### config.mk
export PLATFORM = sky130hd
export DESIGN_NAME = sbc_reset_state
export DESIGN_NICKNAME = d
export VERILOG_FILES = /design/src/verilog/reset_class_field.v /design/src/verilog/sbc_reset_state.v
export VERILOG_INCLUDE_DIRS = /design/src /design/src/shared
export SDC_FILE = /design/constraint.sdc
export NUM_CORES = 1
export LEC_CHECK = 0
export BUFFER_PORTS_ARGS = -buffer_cell sky130_fd_sc_hd__buf_2
export CAP_MARGIN = 20
export CORE_MARGIN = 4
export CORE_UTILIZATION = 40
export DETAILED_ROUTE_END_ITERATION = 6
export GPL_TIMING_DRIVEN = 0
export HOLD_SLACK_MARGIN = 0.06
export SLEW_MARGIN = 0
export SYNTH_ARGS = -nofsm -noshare
export SYNTH_HDL_FRONTEND = slang
export SYNTH_HIERARCHICAL = 1
export SYNTH_SLANG_ARGS = --single-unit
### constraint.sdc
create_clock -name CLK -period 3.1 [get_ports CLK]
set_clock_uncertainty 0.05 [all_clocks]
set_input_delay 0.155 -clock CLK [delete_from_list [all_inputs] [get_ports CLK]]
set_output_delay 0.155 -clock CLK [all_outputs]
set_load 0.02 [all_outputs]
### src/shared/sbc_reset_consts.vh
`ifndef SBC_RESET_CONSTS_VH
`define SBC_RESET_CONSTS_VH

// Register selects on the write port
`define SEL_W            3
`define SEL_MODE         3'h0
`define SEL_INT_EN       3'h1
`define SEL_INT          3'h2
`define SEL_SYSCFG       3'h3
`define SEL_PHY          3'h4
`define SEL_SPECIAL      3'h5
`define SEL_GP0          3'h6
`define SEL_GP1          3'h7

// Mode register
`define MODE_DBG_BIT     0

// Diagnosis word layout and power-on value
`define DIAG_W           12
`define DIAG_GSD_BIT     0
`define DIAG_CANF_LSB    1
`define DIAG_LINF_LSB    5
`define DIAG_SUP_LSB     7
`define DIAG_CANM_LSB    10
`define DIAG_POR         12'h380

// System configuration layout
`define CFG_W            10
`define CFG_KEEP_LSB     0
`define CFG_KEEP_W       4
`define CFG_KEEP_POR     4'h4
`define CFG_RST_LSB      4
`define CFG_RST_W        2
`define CFG_RST_POR      2'h1
`define CFG_SUP3_LSB     6
`define CFG_SUP3_W       2
`define CFG_SUP3_POR     2'h0
`define CFG_LOAD_LSB     8
`define CFG_LOAD_W       2
`define CFG_LOAD_POR     2'h0

// Physical layer control layout
`define PHY_W            8
`define PHY_POR          8'h42

// Special mode register layout
`define SPC_W            3
`define SPC_ENTRY_BIT    0
`define SPC_ERR_BIT      1
`define SPC_LIMP_BIT     2

// Interrupt events
`define EVT_W            4
`define EVT_WD_OVF       0
`define EVT_WD_WIN       1
`define EVT_INT_TO       2
`define EVT_SU_TO        3

// Reset source codes
`define RSRC_W           4
`define RSRC_NONE        4'h0
`define RSRC_WD_OVF      4'h1
`define RSRC_WD_WIN      4'h2
`define RSRC_INT_TO      4'h3
`define RSRC_SU_TO       4'h4

// General purpose words
`define GP_W             12
`define GP0_MARK_BIT     11
`define GP0_VER_LSB      7
`define GP0_VER_W        4
`define GP0_TYPE_W       7

// Timing
`define CLK_HZ           40000000
`define STARTUP_WIN_MS   256
`define MAIN_UV_MS       256
`define TIMER_W          24

`endif

### src/verilog/reset_class_field.v
`include "sbc_reset_consts.vh"

// Field that reloads its power-on value on selected reset classes
module reset_class_field #(
  parameter         W        = 1,
  parameter [W-1:0] POR_VAL  = {W{1'b0}},
  parameter         SU_LOAD  = 0,
  parameter         EXT_LOAD = 0,
  parameter         RS_LOAD  = 0
) (
  input  wire         clk,
  input  wire         rst_n,
  input  wire         su,
  input  wire         ext,
  input  wire         rs,
  input  wire         force_por,
  input  wire         wr,
  input  wire [W-1:0] wr_val,
  output reg  [W-1:0] q
);

  wire reload;

  assign reload = (su && (SU_LOAD != 0)) || (ext && (EXT_LOAD != 0)) ||
                  (rs && (RS_LOAD != 0)) || force_por;

  always @(posedge clk or negedge rst_n)
  begin
    if (!rst_n)
      q <= POR_VAL;
    else if (reload)
      q <= POR_VAL;
    else if (wr)
      q <= wr_val;
  end

endmodule // reset_class_field

### src/verilog/sbc_reset_state.v
`include "sbc_reset_consts.vh"

// Behaviour
// - Diagnosis fixed at power-on, live after the first non power-on reset
// - Interrupt enables cleared only at power-on
// - Pending interrupts cleared on every reset
// - Reset length/threshold reload at power-on, restart
// - Third supply off at power-on, external reset
// - Load switch floats on external reset, restart or undervoltage
// - Physical layer defaults at power-on only
// - Special mode bits cleared only at power-on
// - General word bit 11 marks identity
// - Identity codes loaded at power-on only
// - General word one cleared at power-on only
// - Debug turns watchdog faults into interrupts
// - Debug still records source and flags
// - Debug disables interrupt, init, reset monitors
// - Debug blocks fail-safe except long undervoltage
// - Software entry once, early, before other writes
// - Test pin high at power-up enters debug
// - Mode write with flag clear leaves debug
// - No re-entry until next power-on
// - Low-power watchdog unaffected by debug
// - Bit 11 sticks once general word written
// - External low on reset pin means external reset
module sbc_reset_state #(
  parameter STARTUP_CYC = `STARTUP_WIN_MS * (`CLK_HZ / 1000),
  parameter MAIN_UV_CYC = `MAIN_UV_MS * (`CLK_HZ / 1000),
  parameter [`GP0_VER_W-1:0]  VERSION_CODE = 4'h5,   // Arbitrary value
  parameter [`GP0_TYPE_W-1:0] TYPE_CODE    = 7'h2A   // Arbitrary value
) (
  input  wire                CLK,
  input  wire                RST_N,
  input  wire                STARTUP_RST,
  input  wire                EXT_RST,
  input  wire                RESTART_RST,
  input  wire                RESET_OUT_IN,
  input  wire                RESET_OUT_DRIVE,
  input  wire                WR_STB,
  input  wire [`SEL_W-1:0]   WR_SEL,
  input  wire [`GP_W-1:0]    WR_DATA,
  input  wire                TEST_PIN_HIGH,
  input  wire                LOW_POWER_MODE,
  input  wire                MAIN_UV,
  input  wire                FAILSAFE_REQ,
  input  wire                WD_OVERFLOW,
  input  wire                WD_WINDOW_MISS,
  input  wire                INT_TIMEOUT,
  input  wire                STARTUP_TIMEOUT,
  input  wire                GND_SHIFT_LIVE,
  input  wire [3:0]          CAN_FAIL_LIVE,
  input  wire [1:0]          LIN_FAIL_LIVE,
  input  wire [2:0]          SUPPLY_DIAG_LIVE,
  input  wire [1:0]          CAN_MODE_LIVE,
  output reg  [`DIAG_W-1:0]  DIAG_WORD,
  output wire [`CFG_W-1:0]   SYSCFG_FB,
  output wire [`PHY_W-1:0]   PHY_FB,
  output wire [`EVT_W-1:0]   INT_EN_FB,
  output reg  [`EVT_W-1:0]   INT_FLAGS,
  output wire [`SPC_W-1:0]   SPECIAL_FB,
  output wire [`GP_W-1:0]    GP0_FB,
  output wire [`GP_W-1:0]    GP1_FB,
  output reg                 DEBUG_ACTIVE,
  output reg                 RESET_REQ,
  output reg  [`RSRC_W-1:0]  RESET_SOURCE,
  output reg                 INT_REQ,
  output wire                INT_MON_EN,
  output wire                WD_INIT_MON_EN,
  output wire                RST_MON_EN,
  output wire                FAILSAFE_GO
);

  // Counts are cut to the timer width on purpose
  localparam [31:0]         startup_full = STARTUP_CYC;
  localparam [31:0]         uv_full      = MAIN_UV_CYC;
  localparam [`TIMER_W-1:0] win_lim      = startup_full[`TIMER_W-1:0];
  localparam [`TIMER_W-1:0] uv_lim       = uv_full[`TIMER_W-1:0];

  reg                 pin_prev;
  wire                pin_ext;
  wire                ext_cls;
  wire                su_cls;
  wire                rs_cls;
  wire                any_rst;
  reg                 diag_live;
  reg                 gp0_mark;
  reg  [`GP_W-2:0]    gp0_body;
  reg                 entry_bit;
  reg                 entry_open;
  reg                 strap_done;
  reg  [`TIMER_W-1:0] win_cnt;
  reg  [`TIMER_W-1:0] uv_cnt;
  wire                uv_long;
  wire [`EVT_W-1:0]   evt;
  wire                fault;
  wire                suppress;
  wire                wr_int;
  wire                wr_mode;
  wire                wr_special;
  wire                wr_gp0;
  reg  [`EVT_W-1:0]   next_flags;
  reg  [`RSRC_W-1:0]  next_source;
  wire [`SPC_W-2:0]   special_keep;

  // Reset classes; an external low on the reset pin is an external reset
  assign pin_ext = pin_prev && !RESET_OUT_IN && !RESET_OUT_DRIVE;
  assign ext_cls = (EXT_RST || pin_ext) && !RESTART_RST;
  assign rs_cls  = RESTART_RST;
  assign su_cls  = (STARTUP_RST || ext_cls) && !rs_cls;
  assign any_rst = su_cls || rs_cls;

  assign wr_int     = WR_STB && (WR_SEL == `SEL_INT);
  assign wr_mode    = WR_STB && (WR_SEL == `SEL_MODE);
  assign wr_special = WR_STB && (WR_SEL == `SEL_SPECIAL);
  assign wr_gp0     = WR_STB && (WR_SEL == `SEL_GP0);

  always @(posedge CLK or negedge RST_N)
  begin
    if (!RST_N)
      pin_prev <= 1'b1;
    else
      pin_prev <= RESET_OUT_IN;
  end

  // Diagnosis: fixed pattern until a non power-on reset, then live
  always @(posedge CLK or negedge RST_N)
  begin
    if (!RST_N)
    begin
      diag_live <= 1'b0;
      DIAG_WORD <= `DIAG_POR;
    end
    else
    begin
      if (any_rst)
        diag_live <= 1'b1;
      if (diag_live || any_rst)
        DIAG_WORD <= {CAN_MODE_LIVE, SUPPLY_DIAG_LIVE, LIN_FAIL_LIVE,
                      CAN_FAIL_LIVE, GND_SHIFT_LIVE};
    end
  end

  // System configuration fields, grouped by reset behaviour
  reset_class_field #(
    .W        (`CFG_KEEP_W),
    .POR_VAL  (`CFG_KEEP_POR)
  ) u_cfg_keep (
    .clk       (CLK),
    .rst_n     (RST_N),
    .su        (su_cls),
    .ext       (ext_cls),
    .rs        (rs_cls),
    .force_por (1'b0),
    .wr        (WR_STB && (WR_SEL == `SEL_SYSCFG)),
    .wr_val    (WR_DATA[`CFG_KEEP_LSB +: `CFG_KEEP_W]),
    .q         (SYSCFG_FB[`CFG_KEEP_LSB +: `CFG_KEEP_W])
  );

  reset_class_field #(
    .W        (`CFG_RST_W),
    .POR_VAL  (`CFG_RST_POR),
    .RS_LOAD  (1)
  ) u_cfg_rst (
    .clk       (CLK),
    .rst_n     (RST_N),
    .su        (su_cls),
    .ext       (ext_cls),
    .rs        (rs_cls),
    .force_por (1'b0),
    .wr        (WR_STB && (WR_SEL == `SEL_SYSCFG)),
    .wr_val    (WR_DATA[`CFG_RST_LSB +: `CFG_RST_W]),
    .q         (SYSCFG_FB[`CFG_RST_LSB +: `CFG_RST_W])
  );

  reset_class_field #(
    .W        (`CFG_SUP3_W),
    .POR_VAL  (`CFG_SUP3_POR),
    .EXT_LOAD (1)
  ) u_cfg_sup3 (
    .clk       (CLK),
    .rst_n     (RST_N),
    .su        (su_cls),
    .ext       (ext_cls),
    .rs        (rs_cls),
    .force_por (1'b0),
    .wr        (WR_STB && (WR_SEL == `SEL_SYSCFG)),
    .wr_val    (WR_DATA[`CFG_SUP3_LSB +: `CFG_SUP3_W]),
    .q         (SYSCFG_FB[`CFG_SUP3_LSB +: `CFG_SUP3_W])
  );

  reset_class_field #(
    .W        (`CFG_LOAD_W),
    .POR_VAL  (`CFG_LOAD_POR),
    .EXT_LOAD (1),
    .RS_LOAD  (1)
  ) u_cfg_load (
    .clk       (CLK),
    .rst_n     (RST_N),
    .su        (su_cls),
    .ext       (ext_cls),
    .rs        (rs_cls),
    .force_por (MAIN_UV),
    .wr        (WR_STB && (WR_SEL == `SEL_SYSCFG)),
    .wr_val    (WR_DATA[`CFG_LOAD_LSB +: `CFG_LOAD_W]),
    .q         (SYSCFG_FB[`CFG_LOAD_LSB +: `CFG_LOAD_W])
  );

  reset_class_field #(
    .W        (`PHY_W),
    .POR_VAL  (`PHY_POR)
  ) u_phy (
    .clk       (CLK),
    .rst_n     (RST_N),
    .su        (su_cls),
    .ext       (ext_cls),
    .rs        (rs_cls),
    .force_por (1'b0),
    .wr        (WR_STB && (WR_SEL == `SEL_PHY)),
    .wr_val    (WR_DATA[`PHY_W-1:0]),
    .q         (PHY_FB)
  );

  reset_class_field #(
    .W        (`EVT_W)
  ) u_int_en (
    .clk       (CLK),
    .rst_n     (RST_N),
    .su        (su_cls),
    .ext       (ext_cls),
    .rs        (rs_cls),
    .force_por (1'b0),
    .wr        (WR_STB && (WR_SEL == `SEL_INT_EN)),
    .wr_val    (WR_DATA[`EVT_W-1:0]),
    .q         (INT_EN_FB)
  );

  reset_class_field #(
    .W        (`SPC_W-1)
  ) u_special (
    .clk       (CLK),
    .rst_n     (RST_N),
    .su        (su_cls),
    .ext       (ext_cls),
    .rs        (rs_cls),
    .force_por (1'b0),
    .wr        (wr_special),
    .wr_val    (WR_DATA[`SPC_LIMP_BIT:`SPC_ERR_BIT]),
    .q         (special_keep)
  );

  reset_class_field #(
    .W        (`GP_W)
  ) u_gp1 (
    .clk       (CLK),
    .rst_n     (RST_N),
    .su        (su_cls),
    .ext       (ext_cls),
    .rs        (rs_cls),
    .force_por (1'b0),
    .wr        (WR_STB && (WR_SEL == `SEL_GP1)),
    .wr_val    (WR_DATA),
    .q         (GP1_FB)
  );

  assign SPECIAL_FB = {special_keep, entry_bit};

  // General word zero: identity at power-on, bit 11 sticky afterwards
  always @(posedge CLK or negedge RST_N)
  begin
    if (!RST_N)
    begin
      gp0_mark <= 1'b0;
      gp0_body <= {VERSION_CODE, TYPE_CODE};
    end
    else
    begin
      if (any_rst || wr_gp0)
        gp0_mark <= 1'b1;
      if (wr_gp0)
        gp0_body <= WR_DATA[`GP_W-2:0];
    end
  end

  assign GP0_FB = {gp0_mark, gp0_body};

  // Start-up window and long undervoltage timers
  always @(posedge CLK or negedge RST_N)
  begin
    if (!RST_N)
    begin
      win_cnt <= {`TIMER_W{1'b0}};
      uv_cnt  <= {`TIMER_W{1'b0}};
    end
    else
    begin
      if (win_cnt != win_lim)
        win_cnt <= win_cnt + 1'b1;
      if (!MAIN_UV)
        uv_cnt <= {`TIMER_W{1'b0}};
      else if (uv_cnt != uv_lim)
        uv_cnt <= uv_cnt + 1'b1;
    end
  end

  assign uv_long = (uv_cnt == uv_lim);

  // Debug mode entry, exit and one-shot permission
  always @(posedge CLK or negedge RST_N)
  begin
    if (!RST_N)
    begin
      DEBUG_ACTIVE <= 1'b0;
      entry_bit    <= 1'b0;
      entry_open   <= 1'b1;
      strap_done   <= 1'b0;
    end
    else
    begin
      strap_done <= 1'b1;
      if (!strap_done && TEST_PIN_HIGH)
        DEBUG_ACTIVE <= 1'b1;
      else if (wr_mode && !WR_DATA[`MODE_DBG_BIT])
      begin
        DEBUG_ACTIVE <= 1'b0;
        entry_open   <= 1'b0;
      end
      else if (wr_special && WR_DATA[`SPC_ENTRY_BIT] && entry_open)
      begin
        DEBUG_ACTIVE <= 1'b1;
        entry_bit    <= 1'b1;
        entry_open   <= 1'b0;
      end
      if ((WR_STB && !wr_special) || (win_cnt == win_lim))
        entry_open <= 1'b0;
    end
  end

  // Watchdog and monitor faults
  assign evt      = {STARTUP_TIMEOUT, INT_TIMEOUT, WD_WINDOW_MISS, WD_OVERFLOW};
  assign fault    = |evt;
  assign suppress = DEBUG_ACTIVE && !LOW_POWER_MODE;

  always @*
  begin
    next_flags = INT_FLAGS;
    if (wr_int)
      next_flags = next_flags & ~WR_DATA[`EVT_W-1:0];
    next_flags = next_flags | evt;
    if (any_rst)
      next_flags = {`EVT_W{1'b0}};
  end

  always @*
  begin
    next_source = RESET_SOURCE;
    if (evt[`EVT_WD_OVF])
      next_source = `RSRC_WD_OVF;
    else if (evt[`EVT_WD_WIN])
      next_source = `RSRC_WD_WIN;
    else if (evt[`EVT_INT_TO])
      next_source = `RSRC_INT_TO;
    else if (evt[`EVT_SU_TO])
      next_source = `RSRC_SU_TO;
  end

  always @(posedge CLK or negedge RST_N)
  begin
    if (!RST_N)
    begin
      INT_FLAGS    <= {`EVT_W{1'b0}};
      RESET_SOURCE <= `RSRC_NONE;
      RESET_REQ    <= 1'b0;
      INT_REQ      <= 1'b0;
    end
    else
    begin
      INT_FLAGS    <= next_flags;
      RESET_SOURCE <= next_source;
      RESET_REQ    <= fault && !suppress;
      INT_REQ      <= |(next_flags & INT_EN_FB);
    end
  end

  assign INT_MON_EN     = !DEBUG_ACTIVE;
  assign WD_INIT_MON_EN = !DEBUG_ACTIVE;
  assign RST_MON_EN     = !DEBUG_ACTIVE;
  assign FAILSAFE_GO    = FAILSAFE_REQ && (!DEBUG_ACTIVE || uv_long);

endmodule // sbc_reset_state

======== Word level (Yosys, flattened, before mapping) ========
Index checks and enable logic that the tools add are counted.
cells by class
  add/sub/neg operators ................... 2
  multipliers ............................. 0
  div/mod/pow operators ................... 0
  magnitude comparators ................... 0
  eq/ne operators ......................... 13
  shift-type cells ........................ 0
  mux-type cells .......................... 21
  bitwise gates (word level) .............. 6
  reductions and logical operators ........ 49
operators with widths
  kind                     count
  $add A24 B1 Y24 const B  2
  $eq A24 B24 Y1 const B   2
  $mux W24                 2
  $ne A24 B24 Y1 const B   2
  $mux W4                  6
  $logic_and A1 B1 Y1      20
  $eq A3 B3 Y1 const B     4
  $mux W2                  6
  $logic_not A1 Y1         9
  $logic_or A1 B1 Y1       9
  $and A4 B4 Y4            2
  $reduce_or A4 Y1         2
  $mux W1                  7
  $eq A3 B2 Y1 const B     2
  $reduce_bool A2 Y1       3
  $reduce_bool A3 Y1       2
  $ne A2 B1 Y1 const B     2
  $not A4 Y4               1
  $or A4 B4 Y4             1
  $reduce_bool A4 Y1       1
  $eq A3 B1 Y1 const B     1
  $logic_not A3 Y1         1
  $reduce_and A3 Y1        1
  $not A1 Y1               2
  $reduce_and A2 Y1        1
storage, ports and cells
  bits in registers ....................... 124
  bits in latches ......................... 0
  memory bits (writable) .................. 0
  memory bits (read-only) ................. 0
  bits of input ports ..................... 43
  memories kept ........................... 0

======== Longest topological paths before layout ========
  depth after elaboration ................. 11
  mapped depth ............................ 6

======== Cells and area by module ========
The synthesis kept the hierarchy.
by module, submodules not included
  module                           instances  cells an instance  area an instance (sq um)  sequential area each (sq um)
  sbc_reset_state                  1          370                4032.6                    2189.6
  reset_class_field at u_gp1       1          38                 480.5                     300.3
  reset_class_field at u_phy       1          26                 335.3                     202.7
  reset_class_field at u_cfg_keep  1          13                 165.2                     101.3
  reset_class_field at u_int_en    1          13                 160.2                     100.1
  reset_class_field at u_cfg_rst   1          7                  88.8                      51.3
  reset_class_field at u_cfg_load  1          6                  82.6                      50.0
  reset_class_field at u_cfg_sup3  1          6                  80.1                      50.0
  reset_class_field at u_special   1          6                  77.6                      50.0

======== Least setup slack after synthesis ========
Ideal clock, no wire load.
  kind .................................... flip-flop to flip-flop
  start ................................... register uv_cnt[2]
  end ..................................... register uv_cnt[22]
  setup time .............................. 0.078 ns
  data arrival time ....................... 1.777 ns
  required time ........................... 2.972 ns
  path slack .............................. 1.194 ns
  stages on the path, launching flop included .. 7
  buffers on the path ..................... 2
  clock period less this slack ............ 1.906 ns
  cell sequence ........................... dfrtp_1 buf_2 nand4_2 or3_1 buf_2 or4_1 a21oi_1
between the ends
  longest elaborated chain between the ends .. 3
ends and longest elaborated chain
  element                   RTL line               source
  start: declaration        sbc_reset_state.v:92   reg [`TIMER_W-1:0] uv_cnt;
  start signal: assignment  sbc_reset_state.v:292  uv_cnt <= {`TIMER_W{1'b0}};
  start signal: assignment  sbc_reset_state.v:299  uv_cnt <= {`TIMER_W{1'b0}};
  start signal: assignment  sbc_reset_state.v:301  uv_cnt <= uv_cnt + 1'b1;
  $add A24 B1 Y24           sbc_reset_state.v:301
  $mux W24                  sbc_reset_state.v:300  else if (uv_cnt != uv_lim)
  $mux W24                  sbc_reset_state.v:298  if (!MAIN_UV)
Parallel ways exist; a longest one is shown, timed or not. The select of a mux whose other input is x is not followed.
A chain may end at the register's enable or synchronous reset.

======== Worst setup path after layout ========
  start ................................... input RESTART_RST
  end ..................................... register DIAG_WORD[11]
between the ends
  longest elaborated chain between the ends .. 6
ends and longest elaborated chain
  element                 RTL line                                      source
  start: declaration      sbc_reset_state.v:36                          input wire RESTART_RST,
  $logic_not A1 Y1        sbc_reset_state.v:107, sbc_reset_state.v:109
  $logic_and A1 B1 Y1     sbc_reset_state.v:107                         assign ext_cls = (EXT_RST || pin_ext) && !RESTART_RST;
  $logic_or A1 B1 Y1      sbc_reset_state.v:109                         assign su_cls = (STARTUP_RST || ext_cls) && !rs_cls;
  $logic_and A1 B1 Y1     sbc_reset_state.v:109
  $logic_or A1 B1 Y1 *    sbc_reset_state.v:110                         assign any_rst = su_cls || rs_cls;
  $logic_or A1 B1 Y1 *    sbc_reset_state.v:137                         if (diag_live || any_rst)
  end signal: assignment  sbc_reset_state.v:131                         DIAG_WORD <= `DIAG_POR;
  end signal: assignment  sbc_reset_state.v:138                         DIAG_WORD <= {CAN_MODE_LIVE, SUPPLY_DIAG_LIVE, LIN_FAIL_LIVE,
  end: declaration        sbc_reset_state.v:55                          output reg [`DIAG_W-1:0] DIAG_WORD,
Mark *: on every way between the ends. The rest lies on a longest branch, timed or not.

==> metrics.csv <==
stage,metric,value,unit
run_status,status,finished clean,
synthesis,Mapped Area,5494,um2
timing,RSZ-0062 raised after global routing,false,
floorplan,die area,15670,um2
worst_setup_path,path type of the worst setup path,primary input to flop,
placement,post-DP HPWL,9014,um
timing,"Slew Viols, Final",0,
route,Total Wirelength,12960,um
timing,setup TNS,0,ns
clock_tree,Worst-path clk slew,0.06,ns
worst_setup_path,Critical-path top delay cell,dlygate4sd3_1,
clock_tree,clk root buf,clkbuf_16,
route,DRC errors left,0,
placement,placed cell areas,6401,um2
worst_setup_path,critical path capture point type,flop,
clock_tree,CTS max path bufs,2,
global_routing,wire length of the first global-routing pass,22400,um
min_path,hold depth,3,
power,pwr/cell area,543.6,nW/um2
clock_tree,# resized after CTS,0,
timing,Slew @ Worst Pin,0.9335,ns
worst_setup_path,Buf/Inv on CP,4,
route,drt pass-1 iters,4,
run,# Max-Cap Violations,0,
cells_and_area,final non-filler cell total,869,
cells_and_area,Final nets,727,
floorplan,num ports,119,
floorplan,width of the die,125.2,um
power,Pleak,0.003389,uW
cells_and_area,fill count,1168,
global_routing,total grt overflow,0,
clock_tree,CTS Buf Count,17,
worst_setup_path,largest stage delay on the critical path,0.53,ns
min_path,HP Start,WR_DATA[0],
worst_setup_path,R2R setup slack,0.90,ns
timing,Final Hold Fails,0,
cells_and_area,Area growth syn-to-layout,34.68,%
clock_tree,clock sink total,123,
route,DR WL/cell,14.91,um
worst_setup_path,worst path cell trace,"dlygate4sd3_1, buf_2, or3_1, a21o_1, clkbuf_1, nor2_1, buf_2, mux2_2",
placement,Placed Cells incl. Taps,795,
route,via count,4365,
worst_setup_path,R2R Path Start,win_cnt[0]$_DFFE_PN0N_,
route,DR vias/cell,5.023,
placement,RD Place Congestion,0.8327,
clock_tree,worst skew pair latency,0.41,ns
worst_setup_path,WP data required,3.34,ns
floorplan,# rows,42,
worst_setup_path,CP dominant cell by count,buf_2,
route,Starting DRT DRC Count,317,
floorplan,Core ar.,13350,um2
min_path,Min-Delay Path Class,primary input to flop,
timing,fin crit share,0.7722,
cells_and_area,fin util,0.5544,
synthesis,Ys Warns,6,
worst_setup_path,Reg2Reg Depth,5,
worst_setup_path,r2r endpoint,win_cnt[20]$_DFFE_PN0N_,
clock_tree,H-tree depth,4,
floorplan,height of the die,125.2,um
worst_setup_path,CP Max Fanout,10,
min_path,Min-Delay Endpoint,u_cfg_keep/q[0]$_DFFE_PN0P_,
timing,setup slack after layout,0.7062,ns
synthesis,"Avg Cell Area, Syn",11.37,um2
global_routing,GRT Util Overall,0.1754,
global_routing,vias in the first global route,4495,
floorplan,starting density of the core,0.4116,
synthesis,Syn Inst Count,483,
global_routing,initial antenna violation count,0,
cells_and_area,Finished Cell Area,7400,um2
timing,final setup violation count,0,
clock_tree,CTS tree,done,
route,Post-DRT Antenna Nets,0,
timing,fin crit period,2.394,ns
power,peak supply drop,405.6,uV
cells_and_area,share of layout cells above drive strength 1,0.2973,
worst_setup_path,critical path arrival,2.64,ns
timing,fmax,417.7,MHz
worst_setup_path,Startpoint Class,primary input,
placement,PortBufs,117,
timing,slew margin rel.,0.3719,
worst_setup_path,"delay-heaviest family, CP",buffers and inverters,
global_routing,largest net degree at the start of global routing,63,
cells_and_area,# diodes,0,
placement,worst slack at placement,0.8054,ns
==> worst max path at each step <==
stage / slack [ns] / depth (start not counted) / startpoint / endpoint
2_1_floorplan: 1.19 / 6 / uv_cnt[2]$_DFFE_PN0P_ / uv_cnt[22]$_DFFE_PN0P_
3_3_place_gp: 0.29 / 1 / RST_N / DIAG_WORD[6]$_DFFE_PN0P_
3_5_place_dp: 0.81 / 7 / RESTART_RST / DIAG_WORD[11]$_DFFE_PN0P_
4_1_cts: 0.70 / 8 / RESTART_RST / DIAG_WORD[11]$_DFFE_PN0P_
5_1_grt: 0.55 / 8 / RESTART_RST / DIAG_WORD[6]$_DFFE_PN0P_
6_report: 0.71 / 8 / RESTART_RST / DIAG_WORD[11]$_DFFE_PN0P_
==> timing repair <==
item / CTS / global route
hold endpoints to repair: 112 / 0
hold buffers: 42 / 0
buffers inserted: 0 / 0
==> report_power, final <==
part,internal [uW],total [uW],switching (uW)
Combinational,161,387,225
Clock,1240,1920,681
Sequential,1680,1710,31.1
==> layer usage <==
| metal | track usage | wire [um] |
|---|---|---|
| met3 | 0.05032 | 847 |
| met5 | 0 | 0 |
| met1 | 0.2325 | 5804 |
| met4 | 0.06633 | 237 |
| met2 | 0.2752 | 6066 |
==> flip-flops by register name, indices dropped and copies added (netlist names), 2 cells and up <==
signal / cells
DIAG_WORD: 12
INT_FLAGS: 4
RESET_SOURCE: 3
gp0_body: 11
u_cfg_keep/q: 4
u_cfg_load/q: 2
u_cfg_rst/q: 2
u_cfg_sup3/q: 2
u_gp1/q: 12
u_int_en/q: 4
u_phy/q: 8
u_special/q: 2
uv_cnt: 24
win_cnt: 24
==> cells in the final DEF, fill, tap and decap left out, types with 14 or more instances in the layout <==
cell type,instances
mux2i_1,36
inv_1,14
xnor2_1,26
nand3_1,16
dlygate4sd3_1,42
nor4_1,14
buf_2,120
dfrtp_1,109
nand2_1,26
nor2_1,55
mux2_2,24
clkbuf_16,17
dfstp_2,14
conb_1,20
==> area by class of cell <==
cell class,count,area [um2],share of cell area
Sequential cell,123,3095,0.4183
Multi-Input combinational cell,345,2301,0.3110
Timing Repair Buffer,160,1040,0.1405
Clock buffer,25,485.5,0.06561
Tap cell,176,220.2,0.02976
Buffer,19,112.6,0.01522
Clock inverter,7,92.59,0.01251
Inverter,14,52.55,0.007102
==> through the flow <==
| step | power (uW) | hold WS [ns] |
|---|---|---|
| 2_1_floorplan | 1917 | -0.1906 |
| 6_report | 4022 | 0.09115 |
| 5_1_grt | 4183 | 0.09198 |
| 4_1_cts | 4064 | 0.07454 |
| 3_3_place_gp | 2071 | 0.2231 |
| 3_5_place_dp | 2087 | 0.1344 |
==> tightest hold or removal path, stage by stage <==
cell and delay (ns):
buf_2 0.17, mux2i_1 0.15, nor2_1 0.05
Note: power is estimated with default switching activity, not from simulation.
